### config.mk
export PLATFORM = sky130hd
export DESIGN_NAME = adcc_aux_decimator
export DESIGN_NICKNAME = d
export VERILOG_FILES = /design/src/include/adcc_pkg.sv /design/src/design/adcc_aux_decimator.sv
export VERILOG_INCLUDE_DIRS = /design/src /design/src/include
export SDC_FILE = /design/constraint.sdc
export NUM_CORES = 1
export LEC_CHECK = 0
export BUFFER_PORTS_ARGS = -buffer_cell sky130_fd_sc_hd__buf_2
export CORE_MARGIN = 8
export CORE_UTILIZATION = 60
export DETAILED_ROUTE_END_ITERATION = 10
export GPL_TIMING_DRIVEN = 1
export PLACE_DENSITY = 0.88
export SLEW_MARGIN = 20
export SYNTH_ARGS = -nofsm -noshare
export SYNTH_HDL_FRONTEND = slang
export SYNTH_SLANG_ARGS = --single-unit
### constraint.sdc
create_clock -name core_clk -period 32.4 [get_ports core_clk]
set_clock_uncertainty 0.2 [all_clocks]
set_input_delay 9.72 -clock core_clk [delete_from_list [all_inputs] [get_ports core_clk]]
set_output_delay 9.72 -clock core_clk [all_outputs]
set_load 0.005 [all_outputs]
### src/include/adcc_defines.svh
`ifndef ADCC_DEFINES_SVH
`define ADCC_DEFINES_SVH

// Register byte offsets on the Avalon-MM slave.
`define ADCC_OFF_MODE 4'h0
`define ADCC_OFF_AUXCFG 4'h4
`define ADCC_OFF_STATUS 4'h8
`define ADCC_OFF_AUXDATA 4'hC

// Field positions.
`define ADCC_MODE_PULSE_BIT 6
`define ADCC_AUXCFG_RATE_LSB 0
`define ADCC_ST_PRI_RUN_BIT 0
`define ADCC_ST_AUX_RUN_BIT 1
`define ADCC_ST_READY_N_BIT 2

// Reset values.
`define ADCC_MODE_RST 1'b0
`define ADCC_RATE_RST 2'b00

// Rate field encodings.
`define ADCC_RATE_10 2'b00
`define ADCC_RATE_100 2'b01
`define ADCC_RATE_400 2'b10
`define ADCC_RATE_800 2'b11

// First stage ratios and second stage ratio.
`define ADCC_R_64 10'd64
`define ADCC_R_128 10'd128
`define ADCC_R_512 10'd512
`define ADCC_R2 4'd10

// Opcodes with the low bit ignored.
`define ADCC_OP_PRI_START 7'h04
`define ADCC_OP_PRI_STOP 7'h05
`define ADCC_OP_AUX_START 7'h06
`define ADCC_OP_AUX_STOP 7'h07

// Nominal master clock in Hz, then timing in master clock cycles.
`define ADCC_NOM_CLK_HZ 7372800
`define ADCC_MOD_DIV 144
`define ADCC_READY_MAX_CLK 2
`define ADCC_STOP_SETUP_CLK 16

`endif

### src/include/adcc_pkg.sv
package adcc_pkg;

  typedef enum logic [1:0] {
    PRI_IDLE = 2'b01,
    PRI_CONV = 2'b10
  } adcc_pri_state_t;

  typedef struct packed {
    logic read;
    logic write;
    logic [3:0] address;
    logic [31:0] writedata;
  } adcc_avs_req_t;

endpackage

### src/design/adcc_aux_decimator.sv
// The Avalon-MM slave port and the placing of the registers were left to the implementer.
`timescale 1ns/1ns
`include "adcc_defines.svh"

// Summary of operation
// - Auxiliary filter turns the modulator bitstream into 24-bit results.
// - First stage is sinc3 decimating by 64, 128 or 512.
// - Second stage is sinc1 decimating the 100 SPS stream by ten.
// - Second stage is bypassed for 800, 400 and 100 SPS.
// - Total decimation is first ratio times second ratio when used.
// - Rate field 00=10, 01=100, 10=400, 11=800 SPS; reset 00.
// - One modulator bit enters the filter every 144 clock cycles.
// - All rates come from clock division and scale with the clock.
// - Mode register bit 6 picks continuous or pulse conversion.
// - Continuous mode converts back to back until stopped.
// - Pulse mode does one conversion per start, then halts.
// - Start and stop opcodes act at the seventh falling serial edge.
// - Opcode 08h or 09h starts the main converter.
// - Opcode 0Ah or 0Bh stops the main converter.
// - Opcode 0Ch or 0Dh starts the auxiliary converter.
// - Opcode 0Eh or 0Fh stops the auxiliary converter.
// - Start pin and ready output concern only the main converter.
// - Pulse mode drives ready high within 2 clocks of start.
// - Stop 16 clocks before ready falls halts further conversions.
// - Stop after ready falls lets the running conversion complete.
// - Ready goes high on start or restart, low on new data.
// - Auxiliary runs by command only, start to stop, independently.
// - Pulse mode ignores a stop during an ongoing conversion.
module adcc_aux_decimator
  import adcc_pkg::*;
#(
  parameter int ACC_W = 28,
  parameter int MOD_DIV = `ADCC_MOD_DIV
) (
  input wire logic core_clk,
  input wire logic rst_n,
  input wire adcc_avs_req_t avsReq,
  output logic [31:0] avsReadData,
  output logic avsWaitRequest,
  input wire logic startPin,
  input wire logic cmdStrobe,
  input wire logic [7:0] cmdOpcode,
  input wire logic auxModBit,
  input wire logic priDataReady,
  output logic priConvStart,
  output logic priRunning,
  output logic resultReadyN,
  output logic auxRunning,
  output logic auxResultValid,
  output logic [23:0] auxResult
);

  logic ack_r;
  logic modePulse_r;
  logic [1:0] rate_r;
  logic [1:0] startSync_r;
  logic startLast_r;
  logic startRise;
  logic startFall;
  logic priStartCmd;
  logic priStopCmd;
  logic auxStartCmd;
  logic auxStopCmd;
  logic startEvt;
  logic stopEvt;
  adcc_pri_state_t priState_r;
  logic stopPending_r;
  logic readyN_r;
  logic auxRun_r;
  logic [7:0] modDiv_r;
  logic modStrobe;
  logic [9:0] decCnt_r;
  logic [9:0] ratio;
  logic decim;
  logic filtClear;
  logic [ACC_W-1:0] integ_r [3];
  logic [ACC_W-1:0] integSrc [4];
  logic [ACC_W-1:0] combDly_r [3];
  logic [ACC_W-1:0] combOut [4];
  logic [ACC_W-1:0] norm;
  logic [ACC_W-1:0] centered;
  logic [23:0] s1Out;
  logic [1:0] s1Fill_r;
  logic s1Valid;
  logic signed [ACC_W-1:0] s2Acc_r;
  logic signed [ACC_W-1:0] s2Sum;
  logic signed [41:0] s2Scaled;
  logic [3:0] s2Cnt_r;
  logic [23:0] auxResult_r;
  logic auxValid_r;
  logic rateWrite;
  logic avsAccept;

  // Avalon slave: waitrequest drops one cycle after a request appears.
  assign avsWaitRequest = (avsReq.read | avsReq.write) & ~ack_r;
  assign avsAccept = (avsReq.read | avsReq.write) & ack_r;
  assign rateWrite = avsAccept & avsReq.write &
    (avsReq.address == `ADCC_OFF_AUXCFG);

  always_ff @(posedge core_clk or negedge rst_n) begin
    if (!rst_n) begin
      ack_r <= 1'b0;
    end else begin
      ack_r <= (avsReq.read | avsReq.write) & ~ack_r;
    end
  end

  always_ff @(posedge core_clk or negedge rst_n) begin
    if (!rst_n) begin
      modePulse_r <= `ADCC_MODE_RST;
      rate_r <= `ADCC_RATE_RST;
    end else if (avsAccept && avsReq.write) begin
      if (avsReq.address == `ADCC_OFF_MODE) begin
        modePulse_r <= avsReq.writedata[`ADCC_MODE_PULSE_BIT];
      end
      if (avsReq.address == `ADCC_OFF_AUXCFG) begin
        rate_r <= avsReq.writedata[`ADCC_AUXCFG_RATE_LSB +: 2];
      end
    end
  end

  always_ff @(posedge core_clk or negedge rst_n) begin
    if (!rst_n) begin
      avsReadData <= 32'h0000_0000;
    end else if ((avsReq.read | avsReq.write) && !ack_r) begin
      avsReadData <= 32'h0000_0000;
      unique case (avsReq.address)
        `ADCC_OFF_MODE: avsReadData[`ADCC_MODE_PULSE_BIT] <= modePulse_r;
        `ADCC_OFF_AUXCFG: avsReadData[1:0] <= rate_r;
        `ADCC_OFF_STATUS: begin
          avsReadData[`ADCC_ST_PRI_RUN_BIT] <= priState_r == PRI_CONV;
          avsReadData[`ADCC_ST_AUX_RUN_BIT] <= auxRun_r;
          avsReadData[`ADCC_ST_READY_N_BIT] <= readyN_r;
        end
        `ADCC_OFF_AUXDATA: avsReadData[23:0] <= auxResult_r;
        default: avsReadData <= 32'h0000_0000;
      endcase
    end
  end

  // Start pin is asynchronous; the edge detector reads only the second stage.
  always_ff @(posedge core_clk or negedge rst_n) begin
    if (!rst_n) begin
      startSync_r <= 2'b00;
      startLast_r <= 1'b0;
    end else begin
      startSync_r <= {startSync_r[0], startPin};
      startLast_r <= startSync_r[1];
    end
  end

  assign startRise = startSync_r[1] & ~startLast_r;
  assign startFall = ~startSync_r[1] & startLast_r;

  // The strobe marks the seventh falling serial edge of the opcode byte.
  assign priStartCmd = cmdStrobe &
    (cmdOpcode[7:1] == `ADCC_OP_PRI_START);
  assign priStopCmd = cmdStrobe &
    (cmdOpcode[7:1] == `ADCC_OP_PRI_STOP);
  assign auxStartCmd = cmdStrobe &
    (cmdOpcode[7:1] == `ADCC_OP_AUX_START);
  assign auxStopCmd = cmdStrobe &
    (cmdOpcode[7:1] == `ADCC_OP_AUX_STOP);
  assign startEvt = startRise | priStartCmd;
  assign stopEvt = startFall | priStopCmd;

  always_ff @(posedge core_clk or negedge rst_n) begin
    if (!rst_n) begin
      priState_r <= PRI_IDLE;
      stopPending_r <= 1'b0;
    end else begin
      unique case (priState_r)
        PRI_IDLE: begin
          stopPending_r <= 1'b0;
          if (startEvt) begin
            priState_r <= PRI_CONV;
          end
        end
        PRI_CONV: begin
          if (startEvt) begin
            stopPending_r <= 1'b0;
          end else if (priDataReady) begin
            if (modePulse_r || stopPending_r || stopEvt) begin
              priState_r <= PRI_IDLE;
            end
          end else if (stopEvt && !modePulse_r) begin
            stopPending_r <= 1'b1;
          end
        end
      endcase
    end
  end

  always_ff @(posedge core_clk or negedge rst_n) begin
    if (!rst_n) begin
      readyN_r <= 1'b1;
      priConvStart <= 1'b0;
    end else begin
      priConvStart <= startEvt;
      if (startEvt) begin
        readyN_r <= 1'b1;
      end else if (priDataReady && priState_r == PRI_CONV) begin
        readyN_r <= 1'b0;
      end
    end
  end

  assign resultReadyN = readyN_r;
  assign priRunning = priState_r == PRI_CONV;

  always_ff @(posedge core_clk or negedge rst_n) begin
    if (!rst_n) begin
      auxRun_r <= 1'b0;
    end else if (auxStartCmd) begin
      auxRun_r <= 1'b1;
    end else if (auxStopCmd) begin
      auxRun_r <= 1'b0;
    end
  end

  assign auxRunning = auxRun_r;
  assign filtClear = ~auxRun_r | auxStartCmd | rateWrite;

  // Input bit rate is the master clock divided down; nothing else sets it.
  always_ff @(posedge core_clk or negedge rst_n) begin
    if (!rst_n) begin
      modDiv_r <= 8'h00;
    end else if (filtClear || modDiv_r == 8'(MOD_DIV - 1)) begin
      modDiv_r <= 8'h00;
    end else begin
      modDiv_r <= modDiv_r + 8'h01;
    end
  end

  assign modStrobe = ~filtClear & (modDiv_r == 8'(MOD_DIV - 1));

  always_comb begin
    unique case (rate_r)
      `ADCC_RATE_800: ratio = `ADCC_R_64;
      `ADCC_RATE_400: ratio = `ADCC_R_128;
      default: ratio = `ADCC_R_512;
    endcase
  end

  always_ff @(posedge core_clk or negedge rst_n) begin
    if (!rst_n) begin
      decCnt_r <= 10'h000;
    end else if (filtClear) begin
      decCnt_r <= 10'h000;
    end else if (modStrobe) begin
      decCnt_r <= (decCnt_r == ratio - 10'h001) ? 10'h000 :
        decCnt_r + 10'h001;
    end
  end

  assign decim = modStrobe & (decCnt_r == ratio - 10'h001);
  assign integSrc[0] = {{(ACC_W-1){1'b0}}, auxModBit};
  assign combOut[0] = integ_r[2];

  // Integrators at the input rate, combs at the decimated rate.
  for (genvar i = 0; i < 3; i++) begin : g_sinc3
    assign integSrc[i+1] = integ_r[i];
    assign combOut[i+1] = combOut[i] - combDly_r[i];
    always_ff @(posedge core_clk or negedge rst_n) begin
      if (!rst_n) begin
        integ_r[i] <= '0;
        combDly_r[i] <= '0;
      end else if (filtClear) begin
        integ_r[i] <= '0;
        combDly_r[i] <= '0;
      end else begin
        if (modStrobe) begin
          integ_r[i] <= integ_r[i] + integSrc[i];
        end
        if (decim) begin
          combDly_r[i] <= combOut[i];
        end
      end
    end
  end

  // Scale every ratio to a full scale of 2^27, then centre on zero.
  always_comb begin
    unique case (rate_r)
      `ADCC_RATE_800: norm = combOut[3] << 9;
      `ADCC_RATE_400: norm = combOut[3] << 6;
      default: norm = combOut[3];
    endcase
    centered = norm - (ACC_W'(1) << 26);
    if (!centered[27] && centered[26]) begin
      s1Out = 24'h7F_FFFF;
    end else begin
      s1Out = centered[26:3];
    end
  end

  // The first two comb outputs hold partial history and are dropped.
  always_ff @(posedge core_clk or negedge rst_n) begin
    if (!rst_n) begin
      s1Fill_r <= 2'b00;
    end else if (filtClear) begin
      s1Fill_r <= 2'b00;
    end else if (decim && s1Fill_r != 2'b10) begin
      s1Fill_r <= s1Fill_r + 2'b01;
    end
  end

  assign s1Valid = decim & (s1Fill_r == 2'b10);
  assign s2Sum = s2Acc_r + ACC_W'(signed'(s1Out));
  assign s2Scaled = 42'(s2Sum) * 42'sd6554;

  always_ff @(posedge core_clk or negedge rst_n) begin
    if (!rst_n) begin
      s2Acc_r <= '0;
      s2Cnt_r <= 4'h0;
    end else if (filtClear) begin
      s2Acc_r <= '0;
      s2Cnt_r <= 4'h0;
    end else if (s1Valid && rate_r == `ADCC_RATE_10) begin
      if (s2Cnt_r == `ADCC_R2 - 4'h1) begin
        s2Acc_r <= '0;
        s2Cnt_r <= 4'h0;
      end else begin
        s2Acc_r <= s2Sum;
        s2Cnt_r <= s2Cnt_r + 4'h1;
      end
    end
  end

  always_ff @(posedge core_clk or negedge rst_n) begin
    if (!rst_n) begin
      auxResult_r <= 24'h00_0000;
      auxValid_r <= 1'b0;
    end else begin
      auxValid_r <= 1'b0;
      if (s1Valid && rate_r != `ADCC_RATE_10) begin
        auxResult_r <= s1Out;
        auxValid_r <= 1'b1;
      end else if (s1Valid && s2Cnt_r == `ADCC_R2 - 4'h1) begin
        auxResult_r <= s2Scaled[39:16];
        auxValid_r <= 1'b1;
      end
    end
  end

  assign auxResult = auxResult_r;
  assign auxResultValid = auxValid_r;

  // Checking helpers.
  logic [7:0] modGap_r;
  always_ff @(posedge core_clk or negedge rst_n) begin
    if (!rst_n) begin
      modGap_r <= 8'h00;
    end else if (modStrobe || filtClear) begin
      modGap_r <= 8'h00;
    end else begin
      modGap_r <= modGap_r + 8'h01;
    end
  end

  mod_spacing_a: assert property (
    @(posedge core_clk) disable iff (!rst_n)
    modStrobe |-> modGap_r == 8'(MOD_DIV - 1))
    else $error("modulator strobe spacing wrong");

  ready_high_a: assert property (
    @(posedge core_clk) disable iff (!rst_n)
    startEvt && modePulse_r |-> ##[1:2] resultReadyN)
    else $error("ready not high after start");

  ready_low_a: assert property (
    @(posedge core_clk) disable iff (!rst_n)
    priDataReady && priRunning && !startEvt |=> !resultReadyN)
    else $error("ready not low on new data");

  pulse_halt_a: assert property (
    @(posedge core_clk) disable iff (!rst_n)
    priDataReady && priRunning && modePulse_r && !startEvt
    |=> !priRunning)
    else $error("pulse mode did not halt");

  cont_run_a: assert property (
    @(posedge core_clk) disable iff (!rst_n)
    priRunning && !modePulse_r && !stopEvt && !stopPending_r
    && !startEvt |=> priRunning)
    else $error("continuous mode stopped unprompted");

  pulse_stop_a: assert property (
    @(posedge core_clk) disable iff (!rst_n)
    priRunning && modePulse_r && stopEvt && !priDataReady
    |=> priRunning)
    else $error("pulse mode honoured a stop");

  stop_pending_a: assert property (
    @(posedge core_clk) disable iff (!rst_n)
    stopPending_r && priDataReady && !startEvt |=> !priRunning)
    else $error("pending stop not honoured");

  aux_idle_a: assert property (
    @(posedge core_clk) disable iff (!rst_n)
    !auxRun_r |=> !auxResultValid)
    else $error("aux result while stopped");

  opcode_dec_a: assert property (
    @(posedge core_clk) disable iff (!rst_n)
    cmdStrobe && cmdOpcode[7:1] == 7'h04 |=> priConvStart && priRunning)
    else $error("start opcode not decoded");

  wait_ack_a: assert property (
    @(posedge core_clk) disable iff (!rst_n)
    $rose(avsReq.read) |-> avsWaitRequest ##1 !avsWaitRequest)
    else $error("waitrequest timing wrong");

  cont_cover: cover property (@(posedge core_clk) disable iff (!rst_n)
    priRunning && !modePulse_r && priDataReady ##1 priRunning);
  pulse_cover: cover property (@(posedge core_clk) disable iff (!rst_n)
    modePulse_r && priRunning ##1 !priRunning);
  aux10_cover: cover property (@(posedge core_clk) disable iff (!rst_n)
    auxResultValid && rate_r == `ADCC_RATE_10);
  aux800_cover: cover property (@(posedge core_clk) disable iff (!rst_n)
    auxResultValid && rate_r == `ADCC_RATE_800);

endmodule // adcc_aux_decimator

Word level (Yosys, flattened, before mapping)
Index checks and enable logic that the tools add are counted.
- output and inout bits: 62
- bits in registers: 282
- logic and storage cells: 161
- $add $sub $neg: 13
- muxes and demuxes: 49
- reductions and logical operators: 29
- multiply operators: 1
- bitwise logic cells: 23
- equal/unequal tests: 22
- operator list (kind ; count):
    28-bit 2-to-1 mux ; 15
    28-bit subtractor ; 3
    24-bit 2-to-1 mux ; 3
    28-bit adder ; 2
    28-bit one-hot mux with 2 select lines ; 1
    28-bit by 13-bit multiplier with 39-bit output (second input constant) ; 1
    10-bit 2-to-1 mux ; 3
    28-bit by 1-bit adder with 28-bit output ; 1
    28-bit by 24-bit adder with 28-bit output ; 1
    7-bit by 3-bit equality test with 1-bit output (second input constant) ; 4
    28-bit by 27-bit subtractor with 28-bit output (second input constant) ; 1
    10-bit one-hot mux with 2 select lines ; 1
    17-bit 2-to-1 mux ; 1
    2-bit nonzero test ; 8
    1-bit AND ; 13
    4-bit equality test (second input constant) ; 3
    2-bit 2-to-1 mux ; 6
    4-bit 2-to-1 mux ; 3
    10-bit by 1-bit adder with 10-bit output (second input constant) ; 1
    10-bit equality test ; 1
    10-bit by 1-bit subtractor with 10-bit output (second input constant) ; 1
    1-bit logical AND ; 9
    1-bit 2-to-1 mux ; 9
    8-bit by 1-bit adder with 8-bit output (second input constant) ; 1
    23 further kinds ; 45

Logic depth before layout (Yosys ltp)
- depth after elaboration: 12
- depth in mapped cells: 75

Worst setup path after synthesis
Ideal clock, no wire load.
- kind: in2out
- start point: input avsReq[36] in the netlist's numbering
- end point: output avsWaitRequest
- data arrival time: 10.259 ns
- stages on the path: 4
- path slack: 12.221 ns
- path buffers: 1
- required time: 22.480 ns
- cell sequence: nor2_1 -> or2_2 -> clkbuf_1 -> inv_1
- word-level cells in the longest chain between the ends: 2
- ends and longest elaborated chain (what ; line ; RTL):
    start: declaration ; adcc_aux_decimator.sv:37 ; input wire adcc_avs_req_t avsReq,
    1-bit bitwise OR ; adcc_aux_decimator.sv:95 ; assign avsWaitRequest = (avsReq.read | avsReq.write) & ~ack_r;
    1-bit AND ; adcc_aux_decimator.sv:95 ;
    end: declaration ; adcc_aux_decimator.sv:39 ; output logic avsWaitRequest,
Every way passes these cells.

Worst setup path in the final report
Ends and elaborated chain as after synthesis.

==> flow_summary_export.csv <==
group,metric,value,unit
status,status,"complete, no violations",
logic_synthesis,avgSynthCellArea,8.75,um^2
logic_synthesis,yosysUniqueCellTypes,78,
clock_tree,cts_resized,0,
floorplanning,chipHeight,220,um
setup_path,rr_worst_depth,65,
sta,period_needed,20.69,ns
finish,register_area,7060,um^2
clock_tree,root_buffer,"clkbuf_16",
global_route,grt_pass1_vias,21729,
min_path,hold_start,"startSync_r[0]$_DFF_PN0_",
logic_synthesis,yosysMostFrequentCell,"inv_1",
clock_tree,post_cts_buffers,0,
clock_tree,htreeDepth,2,
power,ir_drop,44.3,uV
logic_synthesis,syn_area,25100,um^2
routing,via_count,20995,
global_route,antenna_found_initial,2,
floorplanning,pin_count,114,
min_path,hold_path_depth,0,
sta,fmax,0.0483,GHz
global_route,grt_usage,0.263,
logic_synthesis,synth_top_area_frac,0.280,
finish,antenna_cells,0,
sta,setup_viol,0,
finish,finalNetCount,3359,
setup_path,cp-end-kind,"primary output",
clock_tree,hold_buffers,0,
setup_path,crit_start,"avsReq[36]",
sta,slew_headroom,0.273,
power,p_leak,13.6,nW
sta,tightest_slew,1.08,ns
sta,holdWs,0.158,ns
floorplanning,initial_core_util,0.603,
sta,rsz0062_at_grt,"false",
setup_path,r2r-start,"combOut[84]$_DFFE_PN0P_",
setup_path,crit_fanout,25,
sta,finalHoldViolCount,0,
routing,first_iter_violations,1599,
setup_path,cp.required,22.48,ns
place,io_buffers,75,
finish,num-fill-cells,3295,
routing,wire_per_inst,18.4,um
place,routabilityCongestion,0.944,
finish,synthToLayoutAreaGrowth,7.97,%
floorplanning,die_x,220,um
logic_synthesis,synth.cells.most_frequent,"inv_1, nand2_1, dfrtp_1, ha_1, a21oi_1",
clock_tree,numCtsBuffers,34,
clock_tree,clk_pin_slew,0.06,ns
clock_tree,clk_latency,0.55,ns
finish,final_cells,3466,
floorplanning,fp.dieArea,48600,um^2
finish,multi_input_comb_area,16300,um^2
logic_synthesis,ys_seq_elements,282,
finish,drive_above_1_share,0.0601,
routing,vias_per_cell,6.06,
clock_tree,cts_max_path_buffers,3,
logic_synthesis,synth-edff-count,0,
floorplanning,core,41600,um^2
power,p_per_area,33.6,nW/um^2
sta,fin_crit_sh,0.638,
logic_synthesis,synth-seq-area-share,0.282,
setup_path,cp.arrival,10.77,ns
place,dp.cells,3409,
routing,drtPass1Iterations,5,
job,drv_cap,0,
min_path,hold_path.class,"reg -> reg",
logic_synthesis,synth.largest_area_cell,"dfrtp_1",
sta,maxSlewViolCount,0,
sta,fin_setup_tns,0,ns
global_route,grt_first_pass_wirelength,105000,um
logic_synthesis,synth_cells,2864,
clock_tree,clock-sinks,282,
floorplanning,rows,75,
logic_synthesis,async_flop_share,1.00,
clock_tree,cts_tree,"yes",
setup_path,cp-start-kind,"input pin",
global_route,grt_max_degree,158,
logic_synthesis,yosys-top-cells-area,"dfrtp_1, ha_1, fa_1, inv_1, nand2_1",
routing,ant_nets,0,
place,hpwl,48500,um
finish,final_util,0.651,
logic_synthesis,ys.flop_type,"dfrtp_1",
logic_synthesis,yosys_warnings,0,
routing,drc,0,
setup_path,crit_type,"in -> out",
global_route,gr-total-overflow,0,
routing,wl,63700,um
placed cells by master (no fill, tap or decap), types with 57 or more instances in the layout:
cell       n
nand2_1  341
o21ai_0  136
dfrtp_1  280
a21o_1    84
a21oi_1  195
nor2_1   150
xnor2_1  139
o31ai_1   79
xor2_1    71
buf_2     74
nand3_1   57
inv_1    362
ha_1     277
fa_1     124
final timing paths:
path,endpoint,slack (ns)
hold / removal,startSync_r[1]$_DFF_PN0_,0.16
hold reg to reg,startSync_r[1]$_DFF_PN0_,0.16
setup / recovery,avsWaitRequest,11.71
max in group asynchronous,s2Acc_r[2]$_DFFE_PN0P_,21.60
setup reg to reg,auxResult[23]$_DFFE_PN0P_,14.52
min in group asynchronous,integSrc[57]$_DFFE_PN0P_,9.05
through the flow:
stage	cell area [um^2]	total power, W	setup slack [ns]
after global placement	25900	0.000516	11.78
final	27100	0.000908	11.71
after CTS	27100	0.000912	11.72
after floorplan	25100	0.000474	12.22
after global routing	27100	0.000941	11.58
after detailed placement	25900	0.000522	11.74
where the power goes:
part | internal [W] | switching [W] | total [W]
Clock | 0.000229 | 0.000160 | 0.000389
Combinational | 0.0000561 | 0.000103 | 0.000159
Sequential | 0.000355 | 0.00000542 | 0.000360
Total | 0.000640 | 0.000269 | 0.000908
critical path, stage by stage:
cell    delay [ns]
buf_2         0.11
nor2_1        0.09
or2_2         0.47
inv_1         0.19
buf_2         0.18
registers in the layout (all words and copies together) (netlist names), 2 cells and up:
name / flops
decCnt_r: 10
s2Cnt_r: 4
modDiv_r: 8
combDly_r: 84
combOut: 28
startSync_r: 2
rate_r: 2
s1Fill_r: 2
integSrc: 56
priState_r: 2
s2Acc_r: 28
auxResult: 24
avsReadData: 24
layer usage:
layer  track usage  wire, um  vias to the layer above
met4         0.118      2630                        2
met3        0.0365      3380                      183
met5             0        13                        -
li1              -         -                     9903
met1         0.295     25000                    10273
met2         0.490     32700                      634
cell families after synthesis:
logic type / count (synthesis) / share of synthesized area
xor gates and xnor gates: 210 / 0.0734
DFF: 282 / 0.282
muxes: 14 / 0.00579
adders and majority gates: 401 / 0.237
other: 1 / 0.000150
and+or+nand+nor: 779 / 0.142
buffers and inverters: 454 / 0.0694
AOI/OAI and AO/OA: 723 / 0.191
layout make-up:
cell class / count / area share
timing repair buffer: 91 / 0.0191
clock buffer: 48 / 0.0363
sequential: 282 / 0.261
multi-input combinational: 2135 / 0.604
clock inverter: 9 / 0.00490
inverter: 362 / 0.0502
tap: 539 / 0.0249
Note: power is estimated with default switching activity, not from simulation.
